<file path="config.mk">
export PLATFORM = sky130hd
export DESIGN_NAME = port_clock_gate
export DESIGN_NICKNAME = d
export VERILOG_FILES = /design/src/common/port_gate_pkg.sv /design/src/verilog/port_clock_gate.sv
export SDC_FILE = /design/constraint.sdc
export NUM_CORES = 1
export LEC_CHECK = 0
export ABC_AREA = 1
export BUFFER_PORTS_ARGS = -buffer_cell sky130_fd_sc_hd__buf_4
export CORE_ASPECT_RATIO = 1.75
export CORE_UTILIZATION = 41
export CTS_BUF_LIST = sky130_fd_sc_hd__clkbuf_8
export DETAILED_ROUTE_END_ITERATION = 12
export PLACE_DENSITY_LB_ADDON = 0.08
export SYNTH_ARGS = -nofsm -noshare
export SYNTH_HDL_FRONTEND = slang
export SYNTH_SLANG_ARGS = --single-unit
</file>
<file path="constraint.sdc">
create_clock -name i_sys_clk -period 1.07 [get_ports i_sys_clk]
set_input_delay 0.1605 -clock i_sys_clk [delete_from_list [all_inputs] [get_ports i_sys_clk]]
set_output_delay 0.1605 -clock i_sys_clk [all_outputs]
set_load 0.05 [all_outputs]
</file>
<file path="src/common/port_gate_pkg.sv">
// Notes on behaviour
// - Each gating register holds five enables, bit 0 port A up to bit 4 port E.
// - A port whose applicable enable is one gets its clock, otherwise none.
// - An access aimed at a port whose clock is gated off ends in a bus fault.
// - Reset clears every enable bit so all ports start unclocked.
// - In normal running the enables come from the run-mode register.
// - Sleep takes the sleep-mode register, deep sleep the deep-sleep one.
// - The sleep registers apply only while the auto-gating bit is set.
// - The run register sits at 0x108 and the sleep register at 0x118.
// - The deep-sleep register sits at 0x128 with the same bits and reset.
package port_gate_pkg;

	// -----------------------------------------------------------------
	// Register map and fields
	// -----------------------------------------------------------------
	localparam logic [31:0] gate_base = 32'h400f_e000;
	localparam logic [11:0] run_gate_off = 12'h108;
	localparam logic [11:0] sleep_gate_off = 12'h118;
	localparam logic [11:0] deep_gate_off = 12'h128;
	localparam logic [11:0] clock_cfg_off = 12'h060;
	localparam int num_ports = 5;
	localparam int auto_gate_bit = 27;
	localparam logic [4:0] port_en_reset = 5'h00;
	localparam logic [31:0] fault_data = 32'h0000_0000;

	// Power mode of the system, Gray coded along run, sleep, deep sleep.
	typedef enum logic [1:0] {
		mode_run = 2'b00,
		mode_sleep = 2'b01,
		mode_deep = 2'b11
	} power_mode_t;

endpackage

</file>
<file path="src/verilog/port_clock_gate.sv">
// The APB interface to the registers was decided locally.
`timescale 1ns/10ps
module port_clock_gate #(
	parameter int ports = 5
) (
	input wire logic i_sys_clk,
	input wire logic i_arst_n,
	input wire logic i_psel,
	input wire logic i_penable,
	input wire logic i_pwrite,
	input wire logic [11:0] i_paddr,
	input wire logic [31:0] i_pwdata,
	input wire logic [3:0] i_pstrb,
	output logic [31:0] o_prdata,
	output logic o_pready,
	output logic o_pslverr,
	input wire port_gate_pkg::power_mode_t i_power_mode,
	input wire logic i_port_sel,
	input wire logic [2:0] i_port_index,
	output logic o_port_fault,
	output logic [4:0] o_port_clock_on
);
	import port_gate_pkg::*;

	// The enable registers, the read mux and the fault lookup are all
	// written for exactly five ports, so any other count is refused here.
	if (ports != num_ports) begin : g_bad_port_count
		$error("port count must equal five");
	end

	// -----------------------------------------------------------------
	// Register storage
	// -----------------------------------------------------------------
	logic [4:0] run_port_clock_enable_reg;
	logic [4:0] sleep_port_clock_enable_reg;
	logic [4:0] deepsleep_port_clock_enable_reg;
	logic auto_clock_gating_reg;
	logic [4:0] clock_on_reg;
	logic [4:0] clock_on_next;
	logic [31:0] prdata_next;

	// Address decode and write qualification are plain wires.
	wire access = i_psel && i_penable;
	wire wr_en = access && i_pwrite && i_pstrb[0];
	wire hit_run = (i_paddr == run_gate_off);
	wire hit_sleep = (i_paddr == sleep_gate_off);
	wire hit_deep = (i_paddr == deep_gate_off);
	wire hit_cfg = (i_paddr == clock_cfg_off);
	wire mapped = hit_run || hit_sleep || hit_deep || hit_cfg;
	wire cfg_wr = access && i_pwrite && i_pstrb[3] && hit_cfg;

	// Only byte lane 0 carries enables; upper bits are dropped.
	wire [4:0] wr_bits = i_pwdata[4:0];

	// Enable registers; every bit clears at reset.
	always_ff @(posedge i_sys_clk or negedge i_arst_n) begin
		if (!i_arst_n) begin
			run_port_clock_enable_reg <= port_en_reset;
			sleep_port_clock_enable_reg <= port_en_reset;
			deepsleep_port_clock_enable_reg <= port_en_reset;
			auto_clock_gating_reg <= 1'b0;
		end else begin
			if (wr_en && hit_run)
				run_port_clock_enable_reg <= wr_bits;
			if (wr_en && hit_sleep)
				sleep_port_clock_enable_reg <= wr_bits;
			if (wr_en && hit_deep)
				deepsleep_port_clock_enable_reg <= wr_bits;
			if (cfg_wr)
				auto_clock_gating_reg <= i_pwdata[auto_gate_bit];
		end
	end

	// -----------------------------------------------------------------
	// Enable selection by power mode
	// -----------------------------------------------------------------
	// Sleep registers are consulted only while auto-gating is set, so a
	// system that never sets it sees the run enables in every mode.
	always_comb begin
		clock_on_next = run_port_clock_enable_reg;
		if (auto_clock_gating_reg) begin
			case (i_power_mode)
				mode_run: clock_on_next = run_port_clock_enable_reg;
				mode_sleep: clock_on_next = sleep_port_clock_enable_reg;
				mode_deep: clock_on_next = deepsleep_port_clock_enable_reg;
				default: clock_on_next = run_port_clock_enable_reg;
			endcase
		end // otherwise run enables stay
	end

	// Registered so the gate controls never glitch between modes.
	always_ff @(posedge i_sys_clk or negedge i_arst_n) begin
		if (!i_arst_n)
			clock_on_reg <= port_en_reset;
		else
			clock_on_reg <= clock_on_next;
	end

	assign o_port_clock_on = clock_on_reg;

	// A port access is faulted while its clock is off. An index beyond
	// port E also faults, since no such port exists. The enables are
	// padded to eight bits so the lookup never reads past the vector,
	// which would give an unknown instead of a clean fault.
	wire [7:0] clock_on_wide = {3'h0, clock_on_reg};
	wire idx_ok = (i_port_index < 3'(num_ports));
	wire port_clock_off = !clock_on_wide[i_port_index];
	assign o_port_fault = i_port_sel &&
		(!idx_ok || port_clock_off);

	// -----------------------------------------------------------------
	// APB read path
	// -----------------------------------------------------------------
	always_comb begin
		prdata_next = fault_data;
		if (hit_run)
			prdata_next = {27'h0, run_port_clock_enable_reg};
		else if (hit_sleep)
			prdata_next = {27'h0, sleep_port_clock_enable_reg};
		else if (hit_deep)
			prdata_next = {27'h0, deepsleep_port_clock_enable_reg};
		else if (hit_cfg)
			prdata_next = 32'(auto_clock_gating_reg) << auto_gate_bit;
	end

	// Read data is captured in the setup cycle, ready in the access cycle.
	always_ff @(posedge i_sys_clk or negedge i_arst_n) begin
		if (!i_arst_n)
			o_prdata <= 32'h0000_0000;
		else if (i_psel && !i_penable && !i_pwrite)
			o_prdata <= prdata_next;
	end

	// The slave never stretches a transfer: every register is one flop
	// away from the bus, so ready is tied high and an unmapped offset is
	// flagged during the access phase only.
	assign o_pready = 1'b1;
	assign o_pslverr = access && !mapped;

	// -----------------------------------------------------------------
	// Checks
	// -----------------------------------------------------------------
	a_reset_clear: assert property (@(posedge i_sys_clk)
		$rose(i_arst_n) |-> run_port_clock_enable_reg == 5'h00)
		else $error("run enables not cleared by reset");
	a_run_write: assert property (@(posedge i_sys_clk)
		disable iff (!i_arst_n) wr_en && hit_run
		|=> run_port_clock_enable_reg == $past(i_pwdata[4:0]))
		else $error("run register write lost");
	a_run_mode_sel: assert property (@(posedge i_sys_clk)
		disable iff (!i_arst_n) i_power_mode == mode_run
		|=> o_port_clock_on == $past(run_port_clock_enable_reg))
		else $error("run mode not using run enables");
	a_sleep_sel: assert property (@(posedge i_sys_clk)
		disable iff (!i_arst_n)
		auto_clock_gating_reg && i_power_mode == mode_sleep
		|=> o_port_clock_on == $past(sleep_port_clock_enable_reg))
		else $error("sleep enables not applied");
	a_no_auto_run: assert property (@(posedge i_sys_clk)
		disable iff (!i_arst_n) !auto_clock_gating_reg
		|=> o_port_clock_on == $past(run_port_clock_enable_reg))
		else $error("run enables not kept without auto gating");
	a_deep_sel: assert property (@(posedge i_sys_clk)
		disable iff (!i_arst_n)
		auto_clock_gating_reg && i_power_mode == mode_deep
		|=> o_port_clock_on == $past(deepsleep_port_clock_enable_reg))
		else $error("deep sleep enables not applied");
	a_gated_fault: assert property (@(posedge i_sys_clk)
		disable iff (!i_arst_n) i_port_sel && i_port_index == 3'h2
		&& !o_port_clock_on[2] |-> o_port_fault)
		else $error("gated port access did not fault");
	a_clocked_ok: assert property (@(posedge i_sys_clk)
		disable iff (!i_arst_n) i_port_sel && i_port_index == 3'h0
		&& o_port_clock_on[0] |-> !o_port_fault)
		else $error("clocked port access faulted");
	a_reserved_zero: assert property (@(posedge i_sys_clk)
		disable iff (!i_arst_n) access && !i_pwrite && hit_deep
		|-> o_prdata[31:5] == 27'h0)
		else $error("reserved bits read nonzero");
	// Reserved bits are never stored, so every gating register must
	// return them as zero whatever software wrote there.
	a_run_reserved: assert property (@(posedge i_sys_clk)
		disable iff (!i_arst_n) access && !i_pwrite && hit_run
		|-> o_prdata[31:5] == 27'h0)
		else $error("run reserved bits read nonzero");
	a_sleep_reserved: assert property (@(posedge i_sys_clk)
		disable iff (!i_arst_n) access && !i_pwrite && hit_sleep
		|-> o_prdata[31:5] == 27'h0)
		else $error("sleep reserved bits read nonzero");

	// -----------------------------------------------------------------
	// Checks on the enable registers
	// -----------------------------------------------------------------
	// A register changes only on its own write; a stray decode that hit
	// two offsets at once would show up here first.
	a_sleep_write: assert property (@(posedge i_sys_clk)
		disable iff (!i_arst_n) wr_en && hit_sleep
		|=> sleep_port_clock_enable_reg == $past(i_pwdata[4:0]))
		else $error("sleep register write lost");
	a_deep_write: assert property (@(posedge i_sys_clk)
		disable iff (!i_arst_n) wr_en && hit_deep
		|=> deepsleep_port_clock_enable_reg == $past(i_pwdata[4:0]))
		else $error("deep sleep register write lost");
	a_run_hold: assert property (@(posedge i_sys_clk)
		disable iff (!i_arst_n) !(wr_en && hit_run)
		|=> $stable(run_port_clock_enable_reg))
		else $error("run register changed without a write");
	a_sleep_hold: assert property (@(posedge i_sys_clk)
		disable iff (!i_arst_n) !(wr_en && hit_sleep)
		|=> $stable(sleep_port_clock_enable_reg))
		else $error("sleep register changed without a write");
	a_deep_hold: assert property (@(posedge i_sys_clk)
		disable iff (!i_arst_n) !(wr_en && hit_deep)
		|=> $stable(deepsleep_port_clock_enable_reg))
		else $error("deep sleep register changed without a write");
	// At most one register offset may decode at a time.
	a_hit_onehot: assert property (@(posedge i_sys_clk)
		disable iff (!i_arst_n)
		$onehot0({hit_run, hit_sleep, hit_deep, hit_cfg}))
		else $error("two register offsets decoded at once");
	// Only the auto-gating bit of the clock configuration is kept; the
	// rest of that register belongs to other logic.
	a_cfg_write: assert property (@(posedge i_sys_clk)
		disable iff (!i_arst_n) cfg_wr
		|=> auto_clock_gating_reg == $past(i_pwdata[auto_gate_bit]))
		else $error("auto gating bit write lost");
	// Reset is asynchronous, so the first edge after release must
	// already see every enable and the gate outputs at zero.
	a_reset_gates_off: assert property (@(posedge i_sys_clk)
		$rose(i_arst_n) |-> o_port_clock_on == 5'h00)
		else $error("port clocks running after reset");
	a_reset_sleep_clear: assert property (@(posedge i_sys_clk)
		$rose(i_arst_n) |-> sleep_port_clock_enable_reg == 5'h00
		&& deepsleep_port_clock_enable_reg == 5'h00
		&& !auto_clock_gating_reg)
		else $error("sleep enables not cleared by reset");

	// -----------------------------------------------------------------
	// Checks on clock selection
	// -----------------------------------------------------------------
	// The gate outputs trail the selection by one edge, hence the
	// non-overlapping implications against the sampled sources.
	a_deep_no_auto: assert property (@(posedge i_sys_clk)
		disable iff (!i_arst_n)
		!auto_clock_gating_reg && i_power_mode == mode_deep
		|=> o_port_clock_on == $past(run_port_clock_enable_reg))
		else $error("deep sleep lost run enables");
	a_spare_mode_run: assert property (@(posedge i_sys_clk)
		disable iff (!i_arst_n) i_power_mode == power_mode_t'(2'b10)
		|=> o_port_clock_on == $past(run_port_clock_enable_reg))
		else $error("spare mode code not treated as run");
	a_clock_follows: assert property (@(posedge i_sys_clk)
		disable iff (!i_arst_n) 1'b1
		|=> o_port_clock_on == $past(clock_on_next))
		else $error("gate outputs not following the selection");

	// -----------------------------------------------------------------
	// Checks on port faults and the bus response
	// -----------------------------------------------------------------
	// An index past port E names no port at all and must always fault.
	a_range_fault: assert property (@(posedge i_sys_clk)
		disable iff (!i_arst_n) i_port_sel && i_port_index > 3'h4
		|-> o_port_fault)
		else $error("access to a missing port did not fault");
	a_gated_fault_e: assert property (@(posedge i_sys_clk)
		disable iff (!i_arst_n) i_port_sel && i_port_index == 3'h4
		&& !o_port_clock_on[4] |-> o_port_fault)
		else $error("gated port E access did not fault");
	a_clocked_any_ok: assert property (@(posedge i_sys_clk)
		disable iff (!i_arst_n)
		i_port_sel && clock_on_wide[i_port_index] |-> !o_port_fault)
		else $error("access to a clocked port faulted");
	a_idle_no_fault: assert property (@(posedge i_sys_clk)
		disable iff (!i_arst_n) !i_port_sel |-> !o_port_fault)
		else $error("fault raised with no port access");
	// Known offsets complete cleanly; anything else is refused with
	// an error and reads back as zero.
	a_mapped_no_err: assert property (@(posedge i_sys_clk)
		disable iff (!i_arst_n) access && mapped |-> !o_pslverr)
		else $error("mapped register access flagged an error");
	a_unmapped_err: assert property (@(posedge i_sys_clk)
		disable iff (!i_arst_n) access && !mapped |-> o_pslverr)
		else $error("unmapped access not flagged");
	a_unmapped_zero: assert property (@(posedge i_sys_clk)
		disable iff (!i_arst_n) access && !i_pwrite && !mapped
		|-> o_prdata == fault_data)
		else $error("unmapped read returned data");
	// A master may rely on zero wait states at every access.
	a_ready_high: assert property (@(posedge i_sys_clk)
		disable iff (!i_arst_n) access |-> o_pready)
		else $error("slave stretched a transfer");
	// Read data must stand through the access phase and after it, or a
	// slow master would take a word that had already moved on.
	a_read_stands: assert property (@(posedge i_sys_clk)
		disable iff (!i_arst_n) !(i_psel && !i_penable && !i_pwrite)
		|=> $stable(o_prdata))
		else $error("read data moved outside a read setup");

	// Main scenarios the bench is expected to reach.

	c_run_write: cover property (@(posedge i_sys_clk) wr_en && hit_run);
	c_sleep_mode: cover property (@(posedge i_sys_clk)
		auto_clock_gating_reg && i_power_mode == mode_sleep);
	c_deep_mode: cover property (@(posedge i_sys_clk)
		auto_clock_gating_reg && i_power_mode == mode_deep);
	c_fault: cover property (@(posedge i_sys_clk) o_port_fault);
	c_cfg_write: cover property (@(posedge i_sys_clk) cfg_wr);

endmodule // port_clock_gate

</file>
# Yosys cells after proc, flatten, opt, wreduce, memory -nomap -nowiden
# Cells that the tools add are included.
dict set report totals {
  register_bits 53
  input_bits 59
  out_inout_bits 40
  elab_cells 43
}
dict set report classes {
  magnitude_cmp 2
  n_eq_ne 6
  muxes 8
  n_reduce_logical 21
}
# operator n
set op_table {}
lappend op_table {{$mux 28} 4}
lappend op_table {{$eq 12x9->1 const B} 3}
lappend op_table {{$eq 12x7->1 const B} 1}
lappend op_table {{$logic_and 1x1->1} 12}
lappend op_table {{$pmux 5 s2} 1}
lappend op_table {{$logic_not 1->1} 5}
lappend op_table {{$mux 5} 1}
lappend op_table {{$logic_or 1x1->1} 4}
lappend op_table {{$lt 3x4->1 const B} 1}
lappend op_table {{$bmux 1 s3} 1}
lappend op_table {{$lt 3x3->1 const B} 1}
lappend op_table {{$eq 2x1->1 const B} 1}
lappend op_table {{$eq 2x2->1 const B} 1}
lappend op_table {{$mux 1} 1}

# Longest topological paths before layout
dict set report logic_depth {
  depth_word 6
  depth_mapped 8
  mapped_depth_nobuf 8
}

# Worst setup path after synthesis
# Ideal clock, no wire load.
dict set report synth_path {
  path_type {register -> output}
  from {reg clock_on_reg[2], in the netlist o_port_clock_on[2]}
  to {out o_port_fault}
  t_arrival_ns 1.908
  t_required_ns 0.910
  path_slack_ns -0.998
  stages_incl_launch_ff 4
  n_path_buf 0
  path_cell_list {dfrtp_1 o211ai_1 a21oi_1 nor3_1}
}
dict set report synth_between {
  elab_chain_cells 5
}
# item line_no
set synth_rtl {}
lappend synth_rtl {{start: declaration} port_clock_gate.sv:38} ;# logic [4:0] clock_on_reg;
lappend synth_rtl {{start signal: assignment} port_clock_gate.sv:94} ;# clock_on_reg <= port_en_reset;
lappend synth_rtl {{start signal: assignment} port_clock_gate.sv:96} ;# clock_on_reg <= clock_on_next;
lappend synth_rtl {{$bmux 1 s3} port_clock_gate.sv:107} ;# wire port_clock_off = !clock_on_wide[i_port_index];
lappend synth_rtl {{$mux 1 (implied by the code)} port_clock_gate.sv:107}
lappend synth_rtl {{$logic_not 1->1} port_clock_gate.sv:107}
lappend synth_rtl {{$logic_or 1x1->1} port_clock_gate.sv:109} ;# (!idx_ok || port_clock_off);
lappend synth_rtl {{$logic_and 1x1->1} port_clock_gate.sv:108} ;# assign o_port_fault = i_port_sel &&
lappend synth_rtl {{end: declaration} port_clock_gate.sv:20} ;# output logic o_port_fault,
# Every way passes these cells. The select of a mux whose other input is x is not followed.

# Final worst setup path
# Same ends and word-level chain as after synthesis.

==> flow_metrics.env <==
export IMPL_status="finished with violations"
export IMPL_violations="setup timing"
export IMPL_place_hpwl_mm=3.116
export IMPL_power_frac_comb_pct=25.7
export IMPL_grt_pass1_wl_mm=6.893
export IMPL_start_util_pct=43.17
export IMPL_first_iter_violations=29
export IMPL_cts_tree="built"
export IMPL_mostFrequentLayoutCells="buf_4 (53), nand2_1 (41), conb_1 (27)"
export IMPL_worst_ep_required_time_ns=0.91
export IMPL_die_w_um=50.70
export IMPL_p_clk_share_pct=27.4
export IMPL_cp_start_kind="register"
export IMPL_crit_chain="o211ai_1 -> a21oi_2 -> nor3_4 -> buf_6"
export IMPL_syn_area_per_cell_um2=7.952
export IMPL_portBuffers=43
export IMPL_rows=30
export IMPL_clock_sinks=27
export IMPL_drtPass1Iterations=4
export IMPL_final_min_clock_period_ns=1.441
export IMPL_cp_top_family="flip-flops"
export IMPL_finalSetupViolCount=6
export IMPL_clk_pin_slew_ns=0.10
export IMPL_first_global_vias=1526
export IMPL_via_per_inst=4.653
export IMPL_antenna_left=0
export IMPL_p_leak_nw=1.339
export IMPL_core_area_um2=3941
export IMPL_drc_errors=0
export IMPL_ys_seq_area_share_pct=39.71
export IMPL_clk_path_buf_depth=2
export IMPL_fillers=358
export IMPL_sw_frac_of_total_pct=32.84
export IMPL_p_int_mw=1.461
export IMPL_syn_area_um2=1702
export IMPL_largest_reg_flops=6
export IMPL_overflow=0
export IMPL_gr_usage_met2_pct=38.91
export IMPL_grtUsageMet1_pct=24.05
export IMPL_layout_commonest_cell="buf_4"
export IMPL_place_gp_congestion=0.7773
export IMPL_dieArea_um2=4422
export IMPL_rsz0062_at_grt="true"
export IMPL_yosysWarnings=0
export IMPL_powerDensity_nw_per_um2=859.9
export IMPL_root_buffer="clkbuf_8"
export IMPL_drive_above_1_share_pct=41.10
export IMPL_slowest_delay_ns=0.42
export IMPL_antenna_found_initial=0
export IMPL_fin_skew_ns=0.005832
export IMPL_busiest_layer="met2"
export IMPL_synthToLayoutAreaGrowth_pct=48.68
export IMPL_crit_buf_inv=1
export IMPL_endpoint_kind="output port"
export IMPL_drv_slew=0
export IMPL_path_class="reg -> out"
export IMPL_grt_util_all_layers_pct=20.47
export IMPL_critPathMaxFanout=2
export IMPL_grtUsageMet3_pct=1.571
export IMPL_critPathSlowestCell="dfrtp_2"
export IMPL_p_total_mw=2.176
export IMPL_arrival_ns=1.28
export IMPL_grt_max_degree=28
export IMPL_max_freq_mhz=693.9
export IMPL_ir_drop_v=0.001200
export IMPL_synth_cell_type_count=25
export IMPL_diodes=0
export IMPL_max_cap_violations=0
export IMPL_hold_path_class="in -> reg"
export IMPL_final_hold_violation_count=0
export IMPL_ios=99
export IMPL_numCtsBuffers=3
export IMPL_htreeDepth=1
export IMPL_wl_per_cell_um=12.67
export IMPL_die_h_um=87.23
export IMPL_largest_register="o_prdata"
export IMPL_power_frac_seq_pct=46.9
export IMPL_fin_ws_ns=-0.3710
export IMPL_insertion_delay_ns=0.27
export IMPL_via_count=1582
export IMPL_finish_net_count=352
export IMPL_p_sw_uw=714.4
export IMPL_ys_seq_elements=27
export IMPL_syn_inst=214
export IMPL_wl_mm=4.307
export IMPL_timing_final_crit_share_pct=134.7
export IMPL_worst_hold_slack_ns=0.1120
==> power groups by stage <==
stage | Combinational, mW | Clock (mW) | Sequential (mW)
after floorplan | 0.382 | 0 | 1.04
after global placement | 0.484 | 0 | 1.04
after detailed placement | 0.486 | 0 | 1.04
after CTS | 0.547 | 0.600 | 1.02
after global routing | 0.595 | 0.653 | 1.02
final | 0.560 | 0.595 | 1.02
==> Yosys cell counts <==
| master | n | area share, % |
|---|---|---|
| a21oi_1 | 3 | 0.88 |
| nor3_1 | 2 | 0.59 |
| buf_4 | 28 | 12 |
| nor2_2 | 3 | 1.1 |
| nand3b_1 | 1 | 0.44 |
| a22o_1 | 5 | 2.6 |
| nand3_4 | 1 | 1.0 |
| nor2_4 | 4 | 2.6 |
| nand4_4 | 1 | 1.2 |
| inv_1 | 26 | 5.7 |
| nand2_1 | 46 | 10 |
| o21ai_1 | 8 | 2.4 |
| nor2_8 | 2 | 2.4 |
| nand2_2 | 3 | 1.1 |
| dfrtp_1 | 27 | 40 |
| o21ai_0 | 10 | 2.9 |
| and3_1 | 1 | 0.37 |
| o22ai_1 | 5 | 1.8 |
| clkbuf_1 | 1 | 0.22 |
| nor2_1 | 10 | 2.2 |
| and2_2 | 1 | 0.44 |
| o211ai_1 | 1 | 0.44 |
| nand4_1 | 1 | 0.37 |
| conb_1 | 2 | 0.44 |
| nand3_1 | 22 | 6.5 |
==> worst reg2reg max path: cells and delay by family, from the launching register on <==
family	cells	cell delay, ns
and+or+nand+nor	1	0.16
DFF	1	0.37
AOI/OAI and AO/OA	1	0.28
==> what timing repair did <==
item | CTS | global route
hold buffers | 1 | 0
resized for setup | 48 | 13
buffers inserted | 10 | 2
pin swaps | 17 | 19
endpoints found under the hold margin | 27 | 0
gates cloned | 0 | 2
setup endpoints to repair | 6 | 16
==> final cells by class <==
| class | count | area (um^2) | area share [%] |
|---|---|---|---|
| Clock inverter | 1 | 7.507 | 0.2967 |
| Clock buffer | 3 | 41.29 | 1.632 |
| Tap cell | 48 | 60.06 | 2.374 |
| Sequential cell | 27 | 681.9 | 26.95 |
| Inverter | 26 | 105.1 | 4.154 |
| Timing Repair Buffer | 76 | 694.4 | 27.45 |
| Multi-Input combinational cell | 159 | 939.7 | 37.14 |
==> through the flow <==
stage	area, um^2	util [%]	setup slack, ns	setup TNS, ns	instances
after detailed placement	2191	55.59	-0.2377	-4.243	324
after global placement	2191	55.59	-0.2341	-3.840	324
after global routing	2530	64.19	-0.4461	-0.9617	340
after CTS	2489	63.14	-0.3881	-0.6150	339
final	2530	64.19	-0.3710	-0.7391	340
after floorplan	1824	-	-0.3767	-0.3767	239
==> cells by family after synthesis <==
| group | synth area share (%) |
|---|---|
| other cells | 0.4413 |
| compound gates | 11.03 |
| buf+inv | 18.31 |
| simple gates | 30.52 |
| flops | 39.71 |
==> final timing paths <==
kind	start	end	slack (ns)	cells past startpoint
worst min-delay path	i_pwdata[4]	deepsleep_port_clock_enable_reg[4]	0.11	3
worst max-delay path	o_port_clock_on[2]	o_port_fault	-0.37	4
worst max register to register	auto_clock_gating_reg	o_port_clock_on[3]	0.15	2
worst min register to register	o_prdata[1]	o_prdata[1]	0.49	2
max in group asynchronous	i_arst_n	o_port_clock_on[1]	0.47	2
min in group asynchronous	i_arst_n	run_port_clock_enable_reg[2]	0.32	2
==> per-layer routing <==
metal  up-vias  share of wire, %
met5         -                 0
met4         0               1.5
met3         6               3.2
met2        52                59
met1       727                37
li1        797                 -
Note: power is estimated with default switching activity, not from simulation.
